File: src/rtl/disp_port_pkg.sv
// Purpose: Constants shared by the display serial host port
// Assumes: Byte-kind selector high marks data, low marks command
// Notes:   Bit count and reset values for the receive path
package disp_port_pkg;
   localparam int unsigned BYTE_BITS      = 8;
   localparam logic [2:0]  BIT_CNT_RST    = 3'h0;
   localparam logic [2:0]  BIT_CNT_LAST   = 3'h7;
   localparam logic [7:0]  BYTE_RST       = 8'h00;
   localparam logic        KIND_DATA      = 1'b1;
   localparam logic        KIND_COMMAND   = 1'b0;
   localparam logic [1:0]  SYNC_RST       = 2'h0;
   localparam logic [1:0]  SYNC_SEL_RST   = 2'h3;
endpackage

File: src/rtl/display_serial_host_port.sv
// Purpose: Serial receive port of a dot-matrix display controller
// Assumes: mclk_i well above the link clock; all pins are asynchronous to mclk_i
// Notes:   Pins pass two flip-flops; link clock edges found on mclk_i
//
// Function
// - Select low with two-wire mode off: accept host traffic
// - Select high: ignore clock and data lines, bit count cleared
// - Init input low: initialize controller logic
// - Selector high: byte goes to data register
// - Selector low: byte goes to command register
// - Two-wire mode: selector is address bit zero
// - Data on bus line one, clock line zero
`timescale 1ns/1ps
module display_serial_host_port
(
   input  wire logic       mclk_i,
   input  wire logic       reset_n_i,
   input  wire logic       init_pulse_n_i,
   input  wire logic       select_n_i,
   input  wire logic       data_cmd_i,
   input  wire logic       bus_line_zero_i,
   input  wire logic       bus_line_one_i,
   input  wire logic       two_wire_mode_i,
   output logic [7:0]      data_reg_o,
   output logic            data_strobe_o,
   output logic [7:0]      command_reg_o,
   output logic            command_strobe_o,
   output logic            target_addr_lsb_o,
   output logic            init_active_o
);
   import disp_port_pkg::*;

   logic [1:0] rst_sync_r;
   logic       rst_n;
   logic [1:0] sck_sync_r, sdi_sync_r, sel_sync_r, dc_sync_r, init_sync_r, mode_sync_r;
   logic       sck_prev_r, sck_prev_nxt;
   logic [2:0] bit_cnt_r, bit_cnt_nxt;
   logic [7:0] shift_r, shift_nxt;
   logic [7:0] data_reg_r, data_reg_nxt, cmd_reg_r, cmd_reg_nxt;
   logic       data_stb_r, data_stb_nxt, cmd_stb_r, cmd_stb_nxt;
   logic       addr_lsb_r, addr_lsb_nxt, init_r, init_nxt;
   logic       sck_rise, selected, init_now;

   always_ff @(posedge mclk_i or negedge reset_n_i)
   begin
      if (!reset_n_i)
         rst_sync_r <= SYNC_RST;
      else
         rst_sync_r <= {rst_sync_r[0], 1'b1};
   end
   assign rst_n = rst_sync_r[1];

   always_ff @(posedge mclk_i or negedge rst_n)
   begin
      if (!rst_n)
      begin
         sck_sync_r  <= SYNC_RST;
         sdi_sync_r  <= SYNC_RST;
         sel_sync_r  <= SYNC_SEL_RST;
         dc_sync_r   <= SYNC_RST;
         init_sync_r <= SYNC_SEL_RST;
         mode_sync_r <= SYNC_RST;
      end
      else
      begin
         sck_sync_r  <= {sck_sync_r[0], bus_line_zero_i};
         sdi_sync_r  <= {sdi_sync_r[0], bus_line_one_i};
         sel_sync_r  <= {sel_sync_r[0], select_n_i};
         dc_sync_r   <= {dc_sync_r[0], data_cmd_i};
         init_sync_r <= {init_sync_r[0], init_pulse_n_i};
         mode_sync_r <= {mode_sync_r[0], two_wire_mode_i};
      end
   end

   assign selected = !sel_sync_r[1] && !mode_sync_r[1];
   assign init_now = !init_sync_r[1];
   assign sck_rise = sck_sync_r[1] && !sck_prev_r;

   always_comb
   begin
      sck_prev_nxt = sck_sync_r[1];
      bit_cnt_nxt  = bit_cnt_r;
      shift_nxt    = shift_r;
      data_reg_nxt = data_reg_r;
      cmd_reg_nxt  = cmd_reg_r;
      data_stb_nxt = 1'b0;
      cmd_stb_nxt  = 1'b0;
      init_nxt     = init_now;
      addr_lsb_nxt = mode_sync_r[1] ? dc_sync_r[1] : addr_lsb_r;
      if (init_now)
      begin
         bit_cnt_nxt  = BIT_CNT_RST;
         shift_nxt    = BYTE_RST;
         data_reg_nxt = BYTE_RST;
         cmd_reg_nxt  = BYTE_RST;
      end
      else if (!selected)
         bit_cnt_nxt = BIT_CNT_RST;
      else if (sck_rise)
      begin
         shift_nxt   = {shift_r[6:0], sdi_sync_r[1]};
         bit_cnt_nxt = bit_cnt_r + 3'h1;
         if (bit_cnt_r == BIT_CNT_LAST)
         begin
            if (dc_sync_r[1] == KIND_DATA)
            begin
               data_reg_nxt = {shift_r[6:0], sdi_sync_r[1]};
               data_stb_nxt = 1'b1;
            end
            else
            begin
               cmd_reg_nxt = {shift_r[6:0], sdi_sync_r[1]};
               cmd_stb_nxt = 1'b1;
            end
         end
      end
   end

   always_ff @(posedge mclk_i or negedge rst_n)
   begin
      if (!rst_n)
      begin
         sck_prev_r <= 1'b0;
         bit_cnt_r  <= BIT_CNT_RST;
         shift_r    <= BYTE_RST;
         data_reg_r <= BYTE_RST;
         cmd_reg_r  <= BYTE_RST;
         data_stb_r <= 1'b0;
         cmd_stb_r  <= 1'b0;
         addr_lsb_r <= 1'b0;
         init_r     <= 1'b0;
      end
      else
      begin
         sck_prev_r <= sck_prev_nxt;
         bit_cnt_r  <= bit_cnt_nxt;
         shift_r    <= shift_nxt;
         data_reg_r <= data_reg_nxt;
         cmd_reg_r  <= cmd_reg_nxt;
         data_stb_r <= data_stb_nxt;
         cmd_stb_r  <= cmd_stb_nxt;
         addr_lsb_r <= addr_lsb_nxt;
         init_r     <= init_nxt;
      end
   end

   assign data_reg_o        = data_reg_r;
   assign data_strobe_o     = data_stb_r;
   assign command_reg_o     = cmd_reg_r;
   assign command_strobe_o  = cmd_stb_r;
   assign target_addr_lsb_o = addr_lsb_r;
   assign init_active_o     = init_r;

   property p_no_strobe_unselected;
      @(posedge mclk_i) disable iff (!rst_n)
      !selected |=> !data_stb_r && !cmd_stb_r;
   endproperty
   a_no_strobe_unselected: assert property (p_no_strobe_unselected) else $error("strobe while unselected");

   property p_init_clears;
      @(posedge mclk_i) disable iff (!rst_n)
      init_now |=> data_reg_r == BYTE_RST && cmd_reg_r == BYTE_RST && bit_cnt_r == BIT_CNT_RST;
   endproperty
   a_init_clears: assert property (p_init_clears) else $error("init did not clear");

   property p_data_kind;
      @(posedge mclk_i) disable iff (!rst_n)
      selected && !init_now && sck_rise && bit_cnt_r == BIT_CNT_LAST && dc_sync_r[1]
         |=> data_stb_r && !cmd_stb_r && data_reg_r == $past(shift_nxt);
   endproperty
   a_data_kind: assert property (p_data_kind) else $error("data byte misrouted");

   property p_cmd_kind;
      @(posedge mclk_i) disable iff (!rst_n)
      selected && !init_now && sck_rise && bit_cnt_r == BIT_CNT_LAST && !dc_sync_r[1]
         |=> cmd_stb_r && !data_stb_r;
   endproperty
   a_cmd_kind: assert property (p_cmd_kind) else $error("command byte misrouted");

   property p_addr_lsb;
      @(posedge mclk_i) disable iff (!rst_n)
      mode_sync_r[1] |=> target_addr_lsb_o == $past(dc_sync_r[1]);
   endproperty
   a_addr_lsb: assert property (p_addr_lsb) else $error("address bit wrong");

   property p_shift_in;
      @(posedge mclk_i) disable iff (!rst_n)
      selected && !init_now && sck_rise |=> shift_r[0] == $past(sdi_sync_r[1]);
   endproperty
   a_shift_in: assert property (p_shift_in) else $error("bit not shifted in");

   property p_count_step;
      @(posedge mclk_i) disable iff (!rst_n)
      selected && !init_now && sck_rise |=> bit_cnt_r == $past(bit_cnt_r) + 3'h1;
   endproperty
   a_count_step: assert property (p_count_step) else $error("bit count step");

   property p_strobe_single;
      @(posedge mclk_i) disable iff (!rst_n)
      data_stb_r || cmd_stb_r |=> !data_stb_r && !cmd_stb_r;
   endproperty
   a_strobe_single: assert property (p_strobe_single) else $error("strobe too long");

   property p_data_hold;
      @(posedge mclk_i) disable iff (!rst_n)
      !init_now && !(selected && sck_rise && bit_cnt_r == BIT_CNT_LAST && dc_sync_r[1] == KIND_DATA)
         |=> $stable(data_reg_r);
   endproperty
   a_data_hold: assert property (p_data_hold) else $error("data register changed without a byte");

   property p_cmd_hold;
      @(posedge mclk_i) disable iff (!rst_n)
      !init_now && !(selected && sck_rise && bit_cnt_r == BIT_CNT_LAST && dc_sync_r[1] == KIND_COMMAND)
         |=> $stable(cmd_reg_r);
   endproperty
   a_cmd_hold: assert property (p_cmd_hold) else $error("command register changed without a byte");

   property p_deselect_count;
      @(posedge mclk_i) disable iff (!rst_n)
      !selected |=> bit_cnt_r == BIT_CNT_RST;
   endproperty
   a_deselect_count: assert property (p_deselect_count) else $error("partial byte kept");

   property p_mid_byte_quiet;
      @(posedge mclk_i) disable iff (!rst_n)
      bit_cnt_r != BIT_CNT_LAST |=> !data_stb_r && !cmd_stb_r;
   endproperty
   a_mid_byte_quiet: assert property (p_mid_byte_quiet) else $error("strobe before eighth bit");

   property p_init_flag;
      @(posedge mclk_i) disable iff (!rst_n)
      init_now |=> init_active_o;
   endproperty
   a_init_flag: assert property (p_init_flag) else $error("init flag missing");

   property p_init_flag_off;
      @(posedge mclk_i) disable iff (!rst_n)
      !init_now |=> !init_active_o;
   endproperty
   a_init_flag_off: assert property (p_init_flag_off) else $error("init flag stuck");

   property p_addr_hold;
      @(posedge mclk_i) disable iff (!rst_n)
      !mode_sync_r[1] |=> $stable(target_addr_lsb_o);
   endproperty
   a_addr_hold: assert property (p_addr_hold) else $error("address bit moved outside two-wire mode");

   property p_idle_no_shift;
      @(posedge mclk_i) disable iff (!rst_n)
      !init_now && !(selected && sck_rise) |=> $stable(shift_r);
   endproperty
   a_idle_no_shift: assert property (p_idle_no_shift) else $error("shift without clock edge");
endmodule

File: config.mk
export PLATFORM = sky130hd
export DESIGN_NAME = display_serial_host_port
export DESIGN_NICKNAME = d
export VERILOG_FILES = /design/src/rtl/disp_port_pkg.sv /design/src/rtl/display_serial_host_port.sv
export SDC_FILE = /design/constraint.sdc
export NUM_CORES = 1
export LEC_CHECK = 0
export BUFFER_PORTS_ARGS = -buffer_cell sky130_fd_sc_hd__buf_2
export CAP_MARGIN = 20
export CELL_PAD_IN_SITES_DETAIL_PLACEMENT = 0
export CELL_PAD_IN_SITES_GLOBAL_PLACEMENT = 1
export CORE_MARGIN = 10
export CORE_UTILIZATION = 40
export DETAILED_ROUTE_END_ITERATION = 8
export GPL_TIMING_DRIVEN = 0
export PLACE_DENSITY = 0.76
export SLEW_MARGIN = 30
export SYNTH_ARGS = -nofsm -noshare
export SYNTH_HDL_FRONTEND = slang
export SYNTH_SLANG_ARGS = --single-unit
export TNS_END_PERCENT = 1
File: constraint.sdc
create_clock -name mclk_i -period 1.2 [get_ports mclk_i]
set_input_delay 0.18 -clock mclk_i [delete_from_list [all_inputs] [get_ports mclk_i]]
set_output_delay 0.18 -clock mclk_i [all_outputs]
set_load 0.1 [all_outputs]
==> reports/qor.csv, run 1 <==
stage,metric,value,unit
run_status,status,"complete, but fails checks",
run_status,violations,setup timing,
placed_design,dp_slack,-0.263,ns
yosys,yosysTopAreaCell,dfrtp_1,
yosys,synth_warnings,0,
critical_path,path_max_fanout,9,
critical_path,r2r-start,sck_prev_r,
yosys,synthTopCellsByArea,"dfrtp_1 61%, mux2i_1 15%, dfstp_2 6.3%, nand2_1 5.4%, nor2_1 2.5%",
yosys,synth_seq_cells,45,
clock_network,insertion_delay,0.29,ns
clock_network,path_clk_slew,0.08,ns
yosys,synth_top_area_share,61.5,%
critical_path,critical_path.top_delay_family,simple AND/OR/NAND/NOR gates,
global_route,grt_max_degree,28,
detailed_routing,ant_nets,0,
sta,fin_crit_sh,117,%
critical_path,end_kind,flip-flop,
placed_design,hpwlAfterDp,2130,microns
detailed_routing,drt_first_pass_iters,4,
finish,diodes,0,
global_route,grt_pass1_wl,5210,microns
sta,setup_ws,-0.203,ns
die,core_area,0.00403,sq mm
critical_path,crit_path_start_kind,flip-flop,
finish,instances_no_fill,218,
global_route,grt_pass1_vias,1118,
sta,period_needed,1.40,ns
worst_hold_path,hp-class,in -> async,
yosys,seq_area_frac_synth,67.8,%
critical_path,rr_worst_depth,5,
die,dieArea,0.00716,sq mm
die,start_util,41.4,%
sta,report.final.slew_viol_count,0,
placed_design,routabilityCongestion,0.700,
critical_path,crit_type,reg -> reg,
placed_design,dp.cells,201,
finish,area_growth,28.3,%
yosys,netlist_instances,123,
yosys,yosysMostFrequentCell,dfrtp_1,
placed_design,placed_area,0.00189,sq mm
clock_network,numCtsBuffers,5,
yosys,avgSynthCellArea,13.6,sq um
critical_path,crit_chain,nor4b_4 -> buf_4 -> and3_4 -> buf_12 -> mux2i_1,
clock_network,htree_levels,2,
sta,tns,-3.35,ns
global_route,antenna_found_initial,0,
sta,fmax,0.713,GHz
power_and_ir_drop,powerDensity,1240,mW/mm^2
die,row_count,23,
critical_path,slowest_delay,0.41,ns
yosys,synthTopCellsByCount,"41 x dfrtp_1, 25 x mux2i_1, 24 x nand2_1",
detailed_routing,viasPerCell,4.62,
power_and_ir_drop,power_leakage,0.00105,uW
sta,skew,0.00431,ns
sta,finalHoldViolCount,0,
critical_path,regToRegSetupSlack,-0.20,ns
die,die_x,84.6,microns
detailed_routing,drt-total-wl,2980,microns
critical_path,path_buf_inv,2,
clock_network,cts_buffer_depth,2,
finish,drive_above_1_share,32.7,%
global_route,overflow,0,
die,die_y,84.6,microns
critical_path,cpMaxStageDelayCell,dfrtp_1,
yosys,syn_nets,133,
critical_path,cp.arrival,1.62,ns
yosys,synth_cell_types,21,
placed_design,port-buffer-count,27,
job,drv_cap,0,
clock_network,cts_tree,done,
power_and_ir_drop,peakVddDrop,0.715,mV
detailed_routing,routedWlPerCell,13.6,microns
global_route,grt_usage,9.02,%
detailed_routing,dr_total_vias,1008,
detailed_routing,initialDrtViolationCount,48,
clock_network,cts.sinks,45,
die,ioPinCount,28,
detailed_routing,drc,0,
yosys,synth_flop_cell,dfrtp_1,
yosys,synth_area,0.00167,sq mm
finish,finish.instance_area,0.00214,sq mm
clock_network,cts-root-buf,clkbuf_8,
critical_path,r2r-end,data_reg_o[4],
critical_path,worstPathRequired,1.41,ns
sta,rsz0062_at_grt,yes,
yosys,synth-edff-count,0,
sta,setup-violations-final,28,
finish,fin_nets,177,
yosys,synthArstFlopShare,100,%
-- cells in the final DEF (no fill, tap or decap) --
master	synthesis	layout
and2_1	1	1
and3_4	1	1
buf_12	1	2
buf_2	1	7
buf_4	1	24
buf_6	1	1
clkbuf_1	2	2
clkbuf_2	0	2
clkbuf_8	0	6
conb_1	1	1
dfrtp_1	41	40
dfrtp_2	0	1
dfstp_2	4	4
dlygate4sd3_1	0	7
ha_2	0	2
inv_4	0	1
mux2_2	1	1
mux2i_1	25	25
nand2_1	24	24
nand2b_1	1	1
nand3b_1	1	1
nor2_1	11	10
nor2_2	0	1
nor4b_4	0	1
or3_4	0	1
xor2_1	1	1
-- per-layer routing --
| metal | vias up | wire length, microns | global-route usage (%) |
|---|---|---|---|
| met2 | 27 | 1430 | 15.0 |
| met5 | - | 0 | 0 |
| met4 | 0 | 59 | 4.94 |
| met3 | 6 | 178 | 3.96 |
| li1 | 491 | - | - |
| met1 | 484 | 1310 | 9.30 |
-- sequential cells by signal, indices dropped and copies added, names as in the netlist, 3 cells and up --
name           flops
command_reg_o      8
data_reg_o         8
shift_r            7
bit_cnt_r          3
-- final cells by class --
type	count	area, sq um
fillers	374	1890
flip-flops and latches	45	1130
multi-input cells	71	504
repair buffers	38	298
clock buffers	8	90.1
well taps	50	62.6
plain buffers	5	48.8
inverters	1	6.26
-- report_power, final --
part / switching [uW] / internal (uW) / total (uW)
logic: 89.9 / 58.0 / 148
registers: 31.1 / 1550 / 1580
clock network: 461 / 469 / 931
-- how the worst max path moves through the flow --
| stage | endpoint | cells past startpoint | start |
|---|---|---|---|
| 2_1_floorplan | data_reg_o[4] | 5 | sel_sync_r[1] |
| 3_3_place_gp | data_reg_o[5] | 0 | rst_sync_r[1] |
| 3_5_place_dp | data_reg_o[4] | 5 | sck_prev_r |
| 4_1_cts | data_reg_o[4] | 5 | sck_prev_r |
| 5_1_grt | data_reg_o[4] | 5 | sck_prev_r |
| 6_report | data_reg_o[4] | 5 | sck_prev_r |
-- worst reg2reg max path, delay by kind of cell (launching register included) --
kind	cells	cell delay, ns
flops	1	0.41
buf+inv	2	0.29
mux	1	0.19
simple gates	2	0.44
-- logic make-up after synthesis --
family	synth area share [%]
xor gates and xnor gates	0.525
adders and majority gates	1.50
buffers and inverters	3.30
DFF	67.8
muxes	15.7
other	0.225
and+or+nand+nor	11.0
-- stage by stage --
stage	power, uW	util (%)	hold WS (ns)
global route	2780	53.2	0.200
finish	2660	53.2	0.187
CTS	2700	52.9	0.175
detailed placement	1740	46.9	-0.0283
floorplan	1690	-	-0.116
global placement	1720	46.3	-0.0356
-- timing repair --
item                                    in CTS  in global routing
hold buffers                                 7                  0
resized for setup                           26                  2
endpoints found under the hold margin        8                  0
pin swaps                                    3                  0
endpoints found under the setup margin      48                 28
buffers inserted                             3                  0
Note: power is estimated with default switching activity, not from simulation.
==> inputs of run 2 (changes only) <==
--- a/config.mk
+++ b/config.mk
@@ -13,2 +13,3 @@
 export CORE_UTILIZATION = 40
+export CTS_CLUSTER_DIAMETER = 200
 export DETAILED_ROUTE_END_ITERATION = 8
--- a/constraint.sdc
+++ b/constraint.sdc
@@ -3,2 +3,2 @@
 set_output_delay 0.18 -clock mclk_i [all_outputs]
-set_load 0.1 [all_outputs]
+set_load 0.05 [all_outputs]
==> run 2 against run 1 <==
The flow still finishes with violations (setup timing). Count of clock-buffer cells in the layout stayed put. Largest power group unchanged. Global-route usage up 0.12 points. Critical endpoint unchanged. Clock power hardly changed. Sequential power about the same. Critical path type unchanged. Worst hold slack barely moved. Flip-flop and latch count is the same. First-iteration DRC count increased by 13%.
==> reports/qor.csv, run 2 (synthesized netlist as in run 1, its figures left out) <==
stage,metric,value,unit,change
clock_network,cts-root-buf,clkbuf_8,,
critical_path,end_kind,flip-flop,,
finish,final_cell_mix,"40 x dfrtp_1, 27 x buf_2, 25 x mux2i_1, 24 x nand2_1, 10 x nor2_1",,
critical_path,crit_start,sck_prev_r,,
global_route,grt_max_degree,28,,unchanged
sta,setup_ws,-0.202,ns,+0.000385 ns
finish,instances_no_fill,218,,unchanged
global_route,antenna_found_initial,0,,unchanged
sta,skew,0.00432,ns,+0.0000150 ns
placed_design,port-buffer-count,27,,unchanged
sta,finalHoldViolCount,0,,unchanged
sta,fmax,0.713,GHz,about the same
critical_path,crit_type,reg -> reg,,
placed_design,dp.cells,201,,unchanged
die,die_y,84.6,microns,unchanged
run_status,violations,setup timing,,
critical_path,cp.arrival,1.62,ns,about the same
sta,report.final.slew_viol_count,0,,unchanged
critical_path,critical_path.top_delay_family,simple AND/OR/NAND/NOR gates,,
detailed_routing,routedWlPerCell,13.8,microns,+0.84%
power_and_ir_drop,powerDensity,1260,mW/mm^2,+1.5%
critical_path,worstPathRequired,1.41,ns,about the same
finish,final_common_cell,dfrtp_1,,
clock_network,cts.sinks,45,,unchanged
clock_network,cts_buffer_depth,2,,unchanged
critical_path,path_buf_inv,2,,unchanged
placed_design,dp_slack,-0.263,ns,unchanged
die,start_util,41.4,%,unchanged
global_route,gr-usage-met3,4.15,%,+0.19 points
detailed_routing,drt-total-wl,3000,microns,+0.84%
detailed_routing,dr_total_vias,1004,,-0.40%
placed_design,routabilityCongestion,0.700,,unchanged
die,die_x,84.6,microns,unchanged
global_route,grt_pass1_wl,5250,microns,+0.79%
critical_path,r2r-end,data_reg_o[4],,
clock_network,insertion_delay,0.29,ns,about the same
finish,diodes,0,,unchanged
run_status,status,"complete, but fails checks",,
detailed_routing,viasPerCell,4.61,,-0.40%
die,ioPinCount,28,,unchanged
power_and_ir_drop,power_leakage,0.00105,uW,about the same
finish,drive_above_1_share,32.7,%,unchanged
clock_network,path_clk_slew,0.08,ns,about the same
die,dieArea,0.00716,sq mm,unchanged
detailed_routing,drc,0,,unchanged
critical_path,crit_chain,nor4b_4 -> buf_4 -> and3_4 -> buf_12 -> mux2i_1,,
placed_design,hpwlAfterDp,2130,microns,unchanged
critical_path,rr_worst_depth,5,,unchanged
sta,fin_crit_sh,117,%,about the same
critical_path,path_depth,5,,unchanged
global_route,overflow,0,,unchanged
sta,rsz0062_at_grt,yes,,
critical_path,regToRegSetupSlack,-0.20,ns,about the same
die,row_count,23,,unchanged
critical_path,r2r-start,sck_prev_r,,
sta,setup-violations-final,28,,unchanged
sta,tns,-3.34,ns,+0.00925 ns
worst_hold_path,hp-class,in -> async,,
sta,fin_hold_ws,0.187,ns,+0.000153 ns
detailed_routing,drt_first_pass_iters,4,,unchanged
global_route,use_met2,15.3,%,+0.27 points
critical_path,path_max_fanout,9,,unchanged
job,drv_cap,0,,unchanged
global_route,grt_usage,9.14,%,+0.12 points
finish,area_growth,25.3,%,
global_route,grtUsageMet1,9.30,%,unchanged
critical_path,cpMaxStageDelayCell,dfrtp_1,,
critical_path,crit_path_end,data_reg_o[4],,
clock_network,htree_levels,2,,unchanged
detailed_routing,ant_nets,0,,unchanged
sta,period_needed,1.40,ns,-0.000385 ns
detailed_routing,initialDrtViolationCount,54,,+13%
power_and_ir_drop,peakVddDrop,0.715,mV,about the same
clock_network,numCtsBuffers,5,,unchanged
global_route,grt_busiest_layer,met2,,
clock_network,cts_tree,done,,
finish,fillers,377,,+0.80%
finish,fin_nets,177,,unchanged
global_route,grt_pass1_vias,1115,,-0.27%
die,core_area,0.00403,sq mm,unchanged
critical_path,slowest_delay,0.41,ns,about the same
critical_path,crit_path_start_kind,flip-flop,,
==> run 2: cell counts in the layout (fill, tap and decap cells not counted) <==
No cell type changed its count.
==> run 2: worst register-to-register path: cells and delay by family, from the launching register on <==
| kind | cells | cell delay [ns] |
|---|---|---|
| buffers and inverters | 2 | 0.29 |
| DFF | 1 | 0.41 |
| muxes | 1 | 0.19 |
| and+or+nand+nor | 2 | 0.43 |
==> run 2: worst min-delay path by stage <==
stage,slack [ns],end,cells past startpoint,from
after detailed placement,-0.03,rst_sync_r[0],1,reset_n_i
after global placement,-0.04,rst_sync_r[0],1,reset_n_i
after floorplan,-0.12,rst_sync_r[0],0,reset_n_i
after global routing,0.20,rst_sync_r[1],2,reset_n_i
final,0.19,rst_sync_r[1],2,reset_n_i
after CTS,0.18,rst_sync_r[1],2,reset_n_i
==> run 2: final cells by class <==
cell class	instances	area [sq um]	share of cell area [%]
Buffer	5	48.8	2.33
Clock buffer	8	90.1	4.31
Inverter	1	6.26	0.299
Multi-Input combinational cell	71	504	24.1
Sequential cell	45	1130	54.1
Tap cell	50	62.6	2.99
Timing Repair Buffer	38	248	11.8
==> run 2: through the flow <==
step	power [uW]	area (sq um)	utilization, %
after floorplan	1670	1670	-
after global placement	1700	1870	46.3
after detailed placement	1720	1890	46.9
after CTS	2670	2080	51.6
after global routing	2760	2090	51.9
final	2640	2090	51.9
==> run 2: timing repair <==
action,in CTS,in global routing
hold buffers,7,0
endpoints found under the hold margin,8,0
setup buffers,3,0
gates cloned,0,0
gates resized for setup,6,2
setup endpoints to repair,28,28
pin swaps,3,0
==> run 2: metal layers <==
layer	vias to the layer above	part of all wire [%]
li1	491	-
met1	480	43
met2	27	48
met3	6	6.7
met4	0	2.0
met5	-	0
==> run 2: report_power, final <==
| part | leakage [uW] | switching [uW] | total [uW] | internal [uW] |
|---|---|---|---|---|
| Clock | 0.0000455 | 461 | 931 | 469 |
| Sequential | 0.000584 | 31.2 | 1580 | 1550 |
| Combinational | 0.000421 | 70.0 | 125 | 55.1 |
==> inputs of run 3 (changes only) <==
- MAX_ROUTING_LAYER: unset -> met4
==> run 3 against run 2 <==
The run still ends with setup timing left. Critical path type unchanged. Combinational power about the same. Highest routed layer unchanged. Global-route usage increased by 0.27 points. Critical path depth unchanged. First-iteration DRC count unchanged. Via count unchanged. Total power about the same. Maximum frequency about the same. Design area unchanged. Routed wire length about the same. Sequential power about the same. Count of clock-buffer cells in the layout unchanged. Clock skew about the same.
==> reports/qor.csv, run 3 (synthesized netlist as in run 1, its figures left out) <==
stage,metric,value,unit,change
power_and_ir_drop,switching_share,21.3,%,about the same
detailed_routing,initialDrtViolationCount,54,,unchanged
finish,fin_nets,177,,unchanged
placed_design,dp_slack,-0.263,ns,unchanged
finish,multiInputGateArea,504,sq um,unchanged
finish,seq_area,0.00113,sq mm,unchanged
global_route,grt_usage,9.41,%,+0.27 points
sta,rsz0062_at_grt,yes,,
clock_network,htree_levels,2,,unchanged
finish,final_cell_mix,"40 x dfrtp_1, 27 x buf_2, 25 x mux2i_1, 24 x nand2_1, 10 x nor2_1",,
power_and_ir_drop,powerDensity,1260,mW/mm^2,about the same
power_and_ir_drop,pwr-share-clk,35.2,%,about the same
critical_path,worstPathRequired,1.41,ns,about the same
clock_network,cts.sinks,45,,unchanged
detailed_routing,dr_total_vias,1004,,unchanged
die,dieArea,0.00716,sq mm,unchanged
power_and_ir_drop,peakVddDrop,0.715,mV,about the same
detailed_routing,routedWlPerCell,13.8,microns,about the same
sta,fin_crit_sh,117,%,about the same
finish,fillers,377,,unchanged
clock_network,cts_tree,done,,
power_and_ir_drop,p_int,2080,uW,unchanged
sta,skew,0.00430,ns,-0.0000191 ns
detailed_routing,drt-total-wl,3000,microns,about the same
sta,report.final.slew_viol_count,0,,unchanged
die,core_area,0.00403,sq mm,unchanged
placed_design,routabilityCongestion,0.708,,+1.1%
power_and_ir_drop,power_switching,562,uW,about the same
die,die_y,84.6,microns,unchanged
finish,area_growth,25.3,%,unchanged
sta,period_needed,1.40,ns,-0.0000200 ns
finish,drive_above_1_share,32.7,%,unchanged
die,start_util,41.4,%,unchanged
critical_path,crit_path_start_kind,flip-flop,,
clock_network,cts-root-buf,clkbuf_8,,
sta,fin_hold_ws,0.187,ns,+0.000105 ns
clock_network,path_clk_slew,0.08,ns,about the same
finish,final_common_cell,dfrtp_1,,
sta,setup_ws,-0.202,ns,+0.0000200 ns
detailed_routing,drt_first_pass_iters,3,,-1
global_route,overflow,0,,unchanged
global_route,antenna_found_initial,0,,unchanged
power_and_ir_drop,power_leakage,0.00105,uW,unchanged
finish,final_core_util,51.9,%,unchanged
critical_path,path_max_fanout,9,,unchanged
detailed_routing,drc,0,,unchanged
die,ioPinCount,28,,unchanged
power_and_ir_drop,p_total,2640,uW,about the same
placed_design,hpwlAfterDp,2130,microns,unchanged
global_route,grt_pass1_wl,5250,microns,unchanged
global_route,grt_pass1_vias,1114,,-0.090%
finish,diodes,0,,unchanged
detailed_routing,viasPerCell,4.61,,unchanged
sta,setup-violations-final,28,,unchanged
die,die_x,84.6,microns,unchanged
detailed_routing,ant_nets,0,,unchanged
clock_network,insertion_delay,0.29,ns,about the same
sta,tns,-3.34,ns,+0.000430 ns
sta,fmax,0.713,GHz,about the same
critical_path,crit_type,reg -> reg,,
run_status,status,"complete, but fails checks",,
power_and_ir_drop,combinationalPowerShare,4.7,%,about the same
sta,finalHoldViolCount,0,,unchanged
clock_network,cts_buffer_depth,2,,unchanged
critical_path,cp.arrival,1.62,ns,about the same
die,row_count,23,,unchanged
placed_design,port-buffer-count,27,,unchanged
job,drv_cap,0,,unchanged
worst_hold_path,hp-class,in -> async,,
critical_path,end_kind,flip-flop,,
clock_network,numCtsBuffers,5,,unchanged
global_route,grt_max_degree,28,,unchanged
run_status,violations,setup timing,,
power_and_ir_drop,pwr-share-seq,60.0,%,about the same
run 3: worst max-delay path, cell delays in order, from the launching register on:
cell	delay [ns]
dfrtp_1	0.41
nor4b_4	0.25
buf_4	0.16
and3_4	0.18
buf_12	0.13
mux2i_1	0.19
run 3: stage by stage:
step	instances	cell area [sq um]
floorplan	123	1670
global placement	200	1870
detailed placement	201	1890
CTS	218	2080
global route	218	2090
finish	218	2090
run 3: repair_timing:
item / in CTS / in global routing
gates resized for setup: 6 / 2
pin swaps: 3 / 0
setup buffers: 3 / 0
endpoints found under the hold margin: 8 / 0
hold buffers: 7 / 0
setup endpoints to repair: 28 / 28
run 3: per-layer routing:
layer	vias to the layer above	wire length [microns]	track usage, %
met5	-	0	-
met4	0	59	4.94
met3	6	171	3.77
met2	27	1440	15.3
met1	480	1330	9.53
li1	491	-	-
run 3: area by class of cell:
| class | instances | area share [%] |
|---|---|---|
| buffer | 5 | 2.33 |
| clock buffer | 8 | 4.31 |
| inverter | 1 | 0.299 |
| multi-input combinational | 71 | 24.1 |
| sequential | 45 | 54.1 |
| tap | 50 | 2.99 |
| timing repair buffer | 38 | 11.8 |
run 3: final timing paths:
path / startpoint / endpoint / slack [ns] / cells after the start
worst min-delay path: reset_n_i / rst_sync_r[1] / 0.19 / 2
worst max-delay path: sck_prev_r / data_reg_o[4] / -0.20 / 5
max in group asynchronous: rst_sync_r[1] / init_sync_r[1] / 0.49 / 1
worst max register to register: sck_prev_r / data_reg_o[4] / -0.20 / 5
worst min register to register: rst_sync_r[1] / target_addr_lsb_o / 0.19 / 0
min in group mclk_i: sdi_sync_r[0] / sdi_sync_r[1] / 0.35 / 0
run 3: power groups by stage:
stage	logic [uW]	clock network [uW]	registers (uW)
4_1_cts	127	962	1580
3_5_place_dp	108	0	1610
5_1_grt	140	1030	1590
3_3_place_gp	82.2	0	1620
6_report	125	931	1580
2_1_floorplan	37.5	0	1630
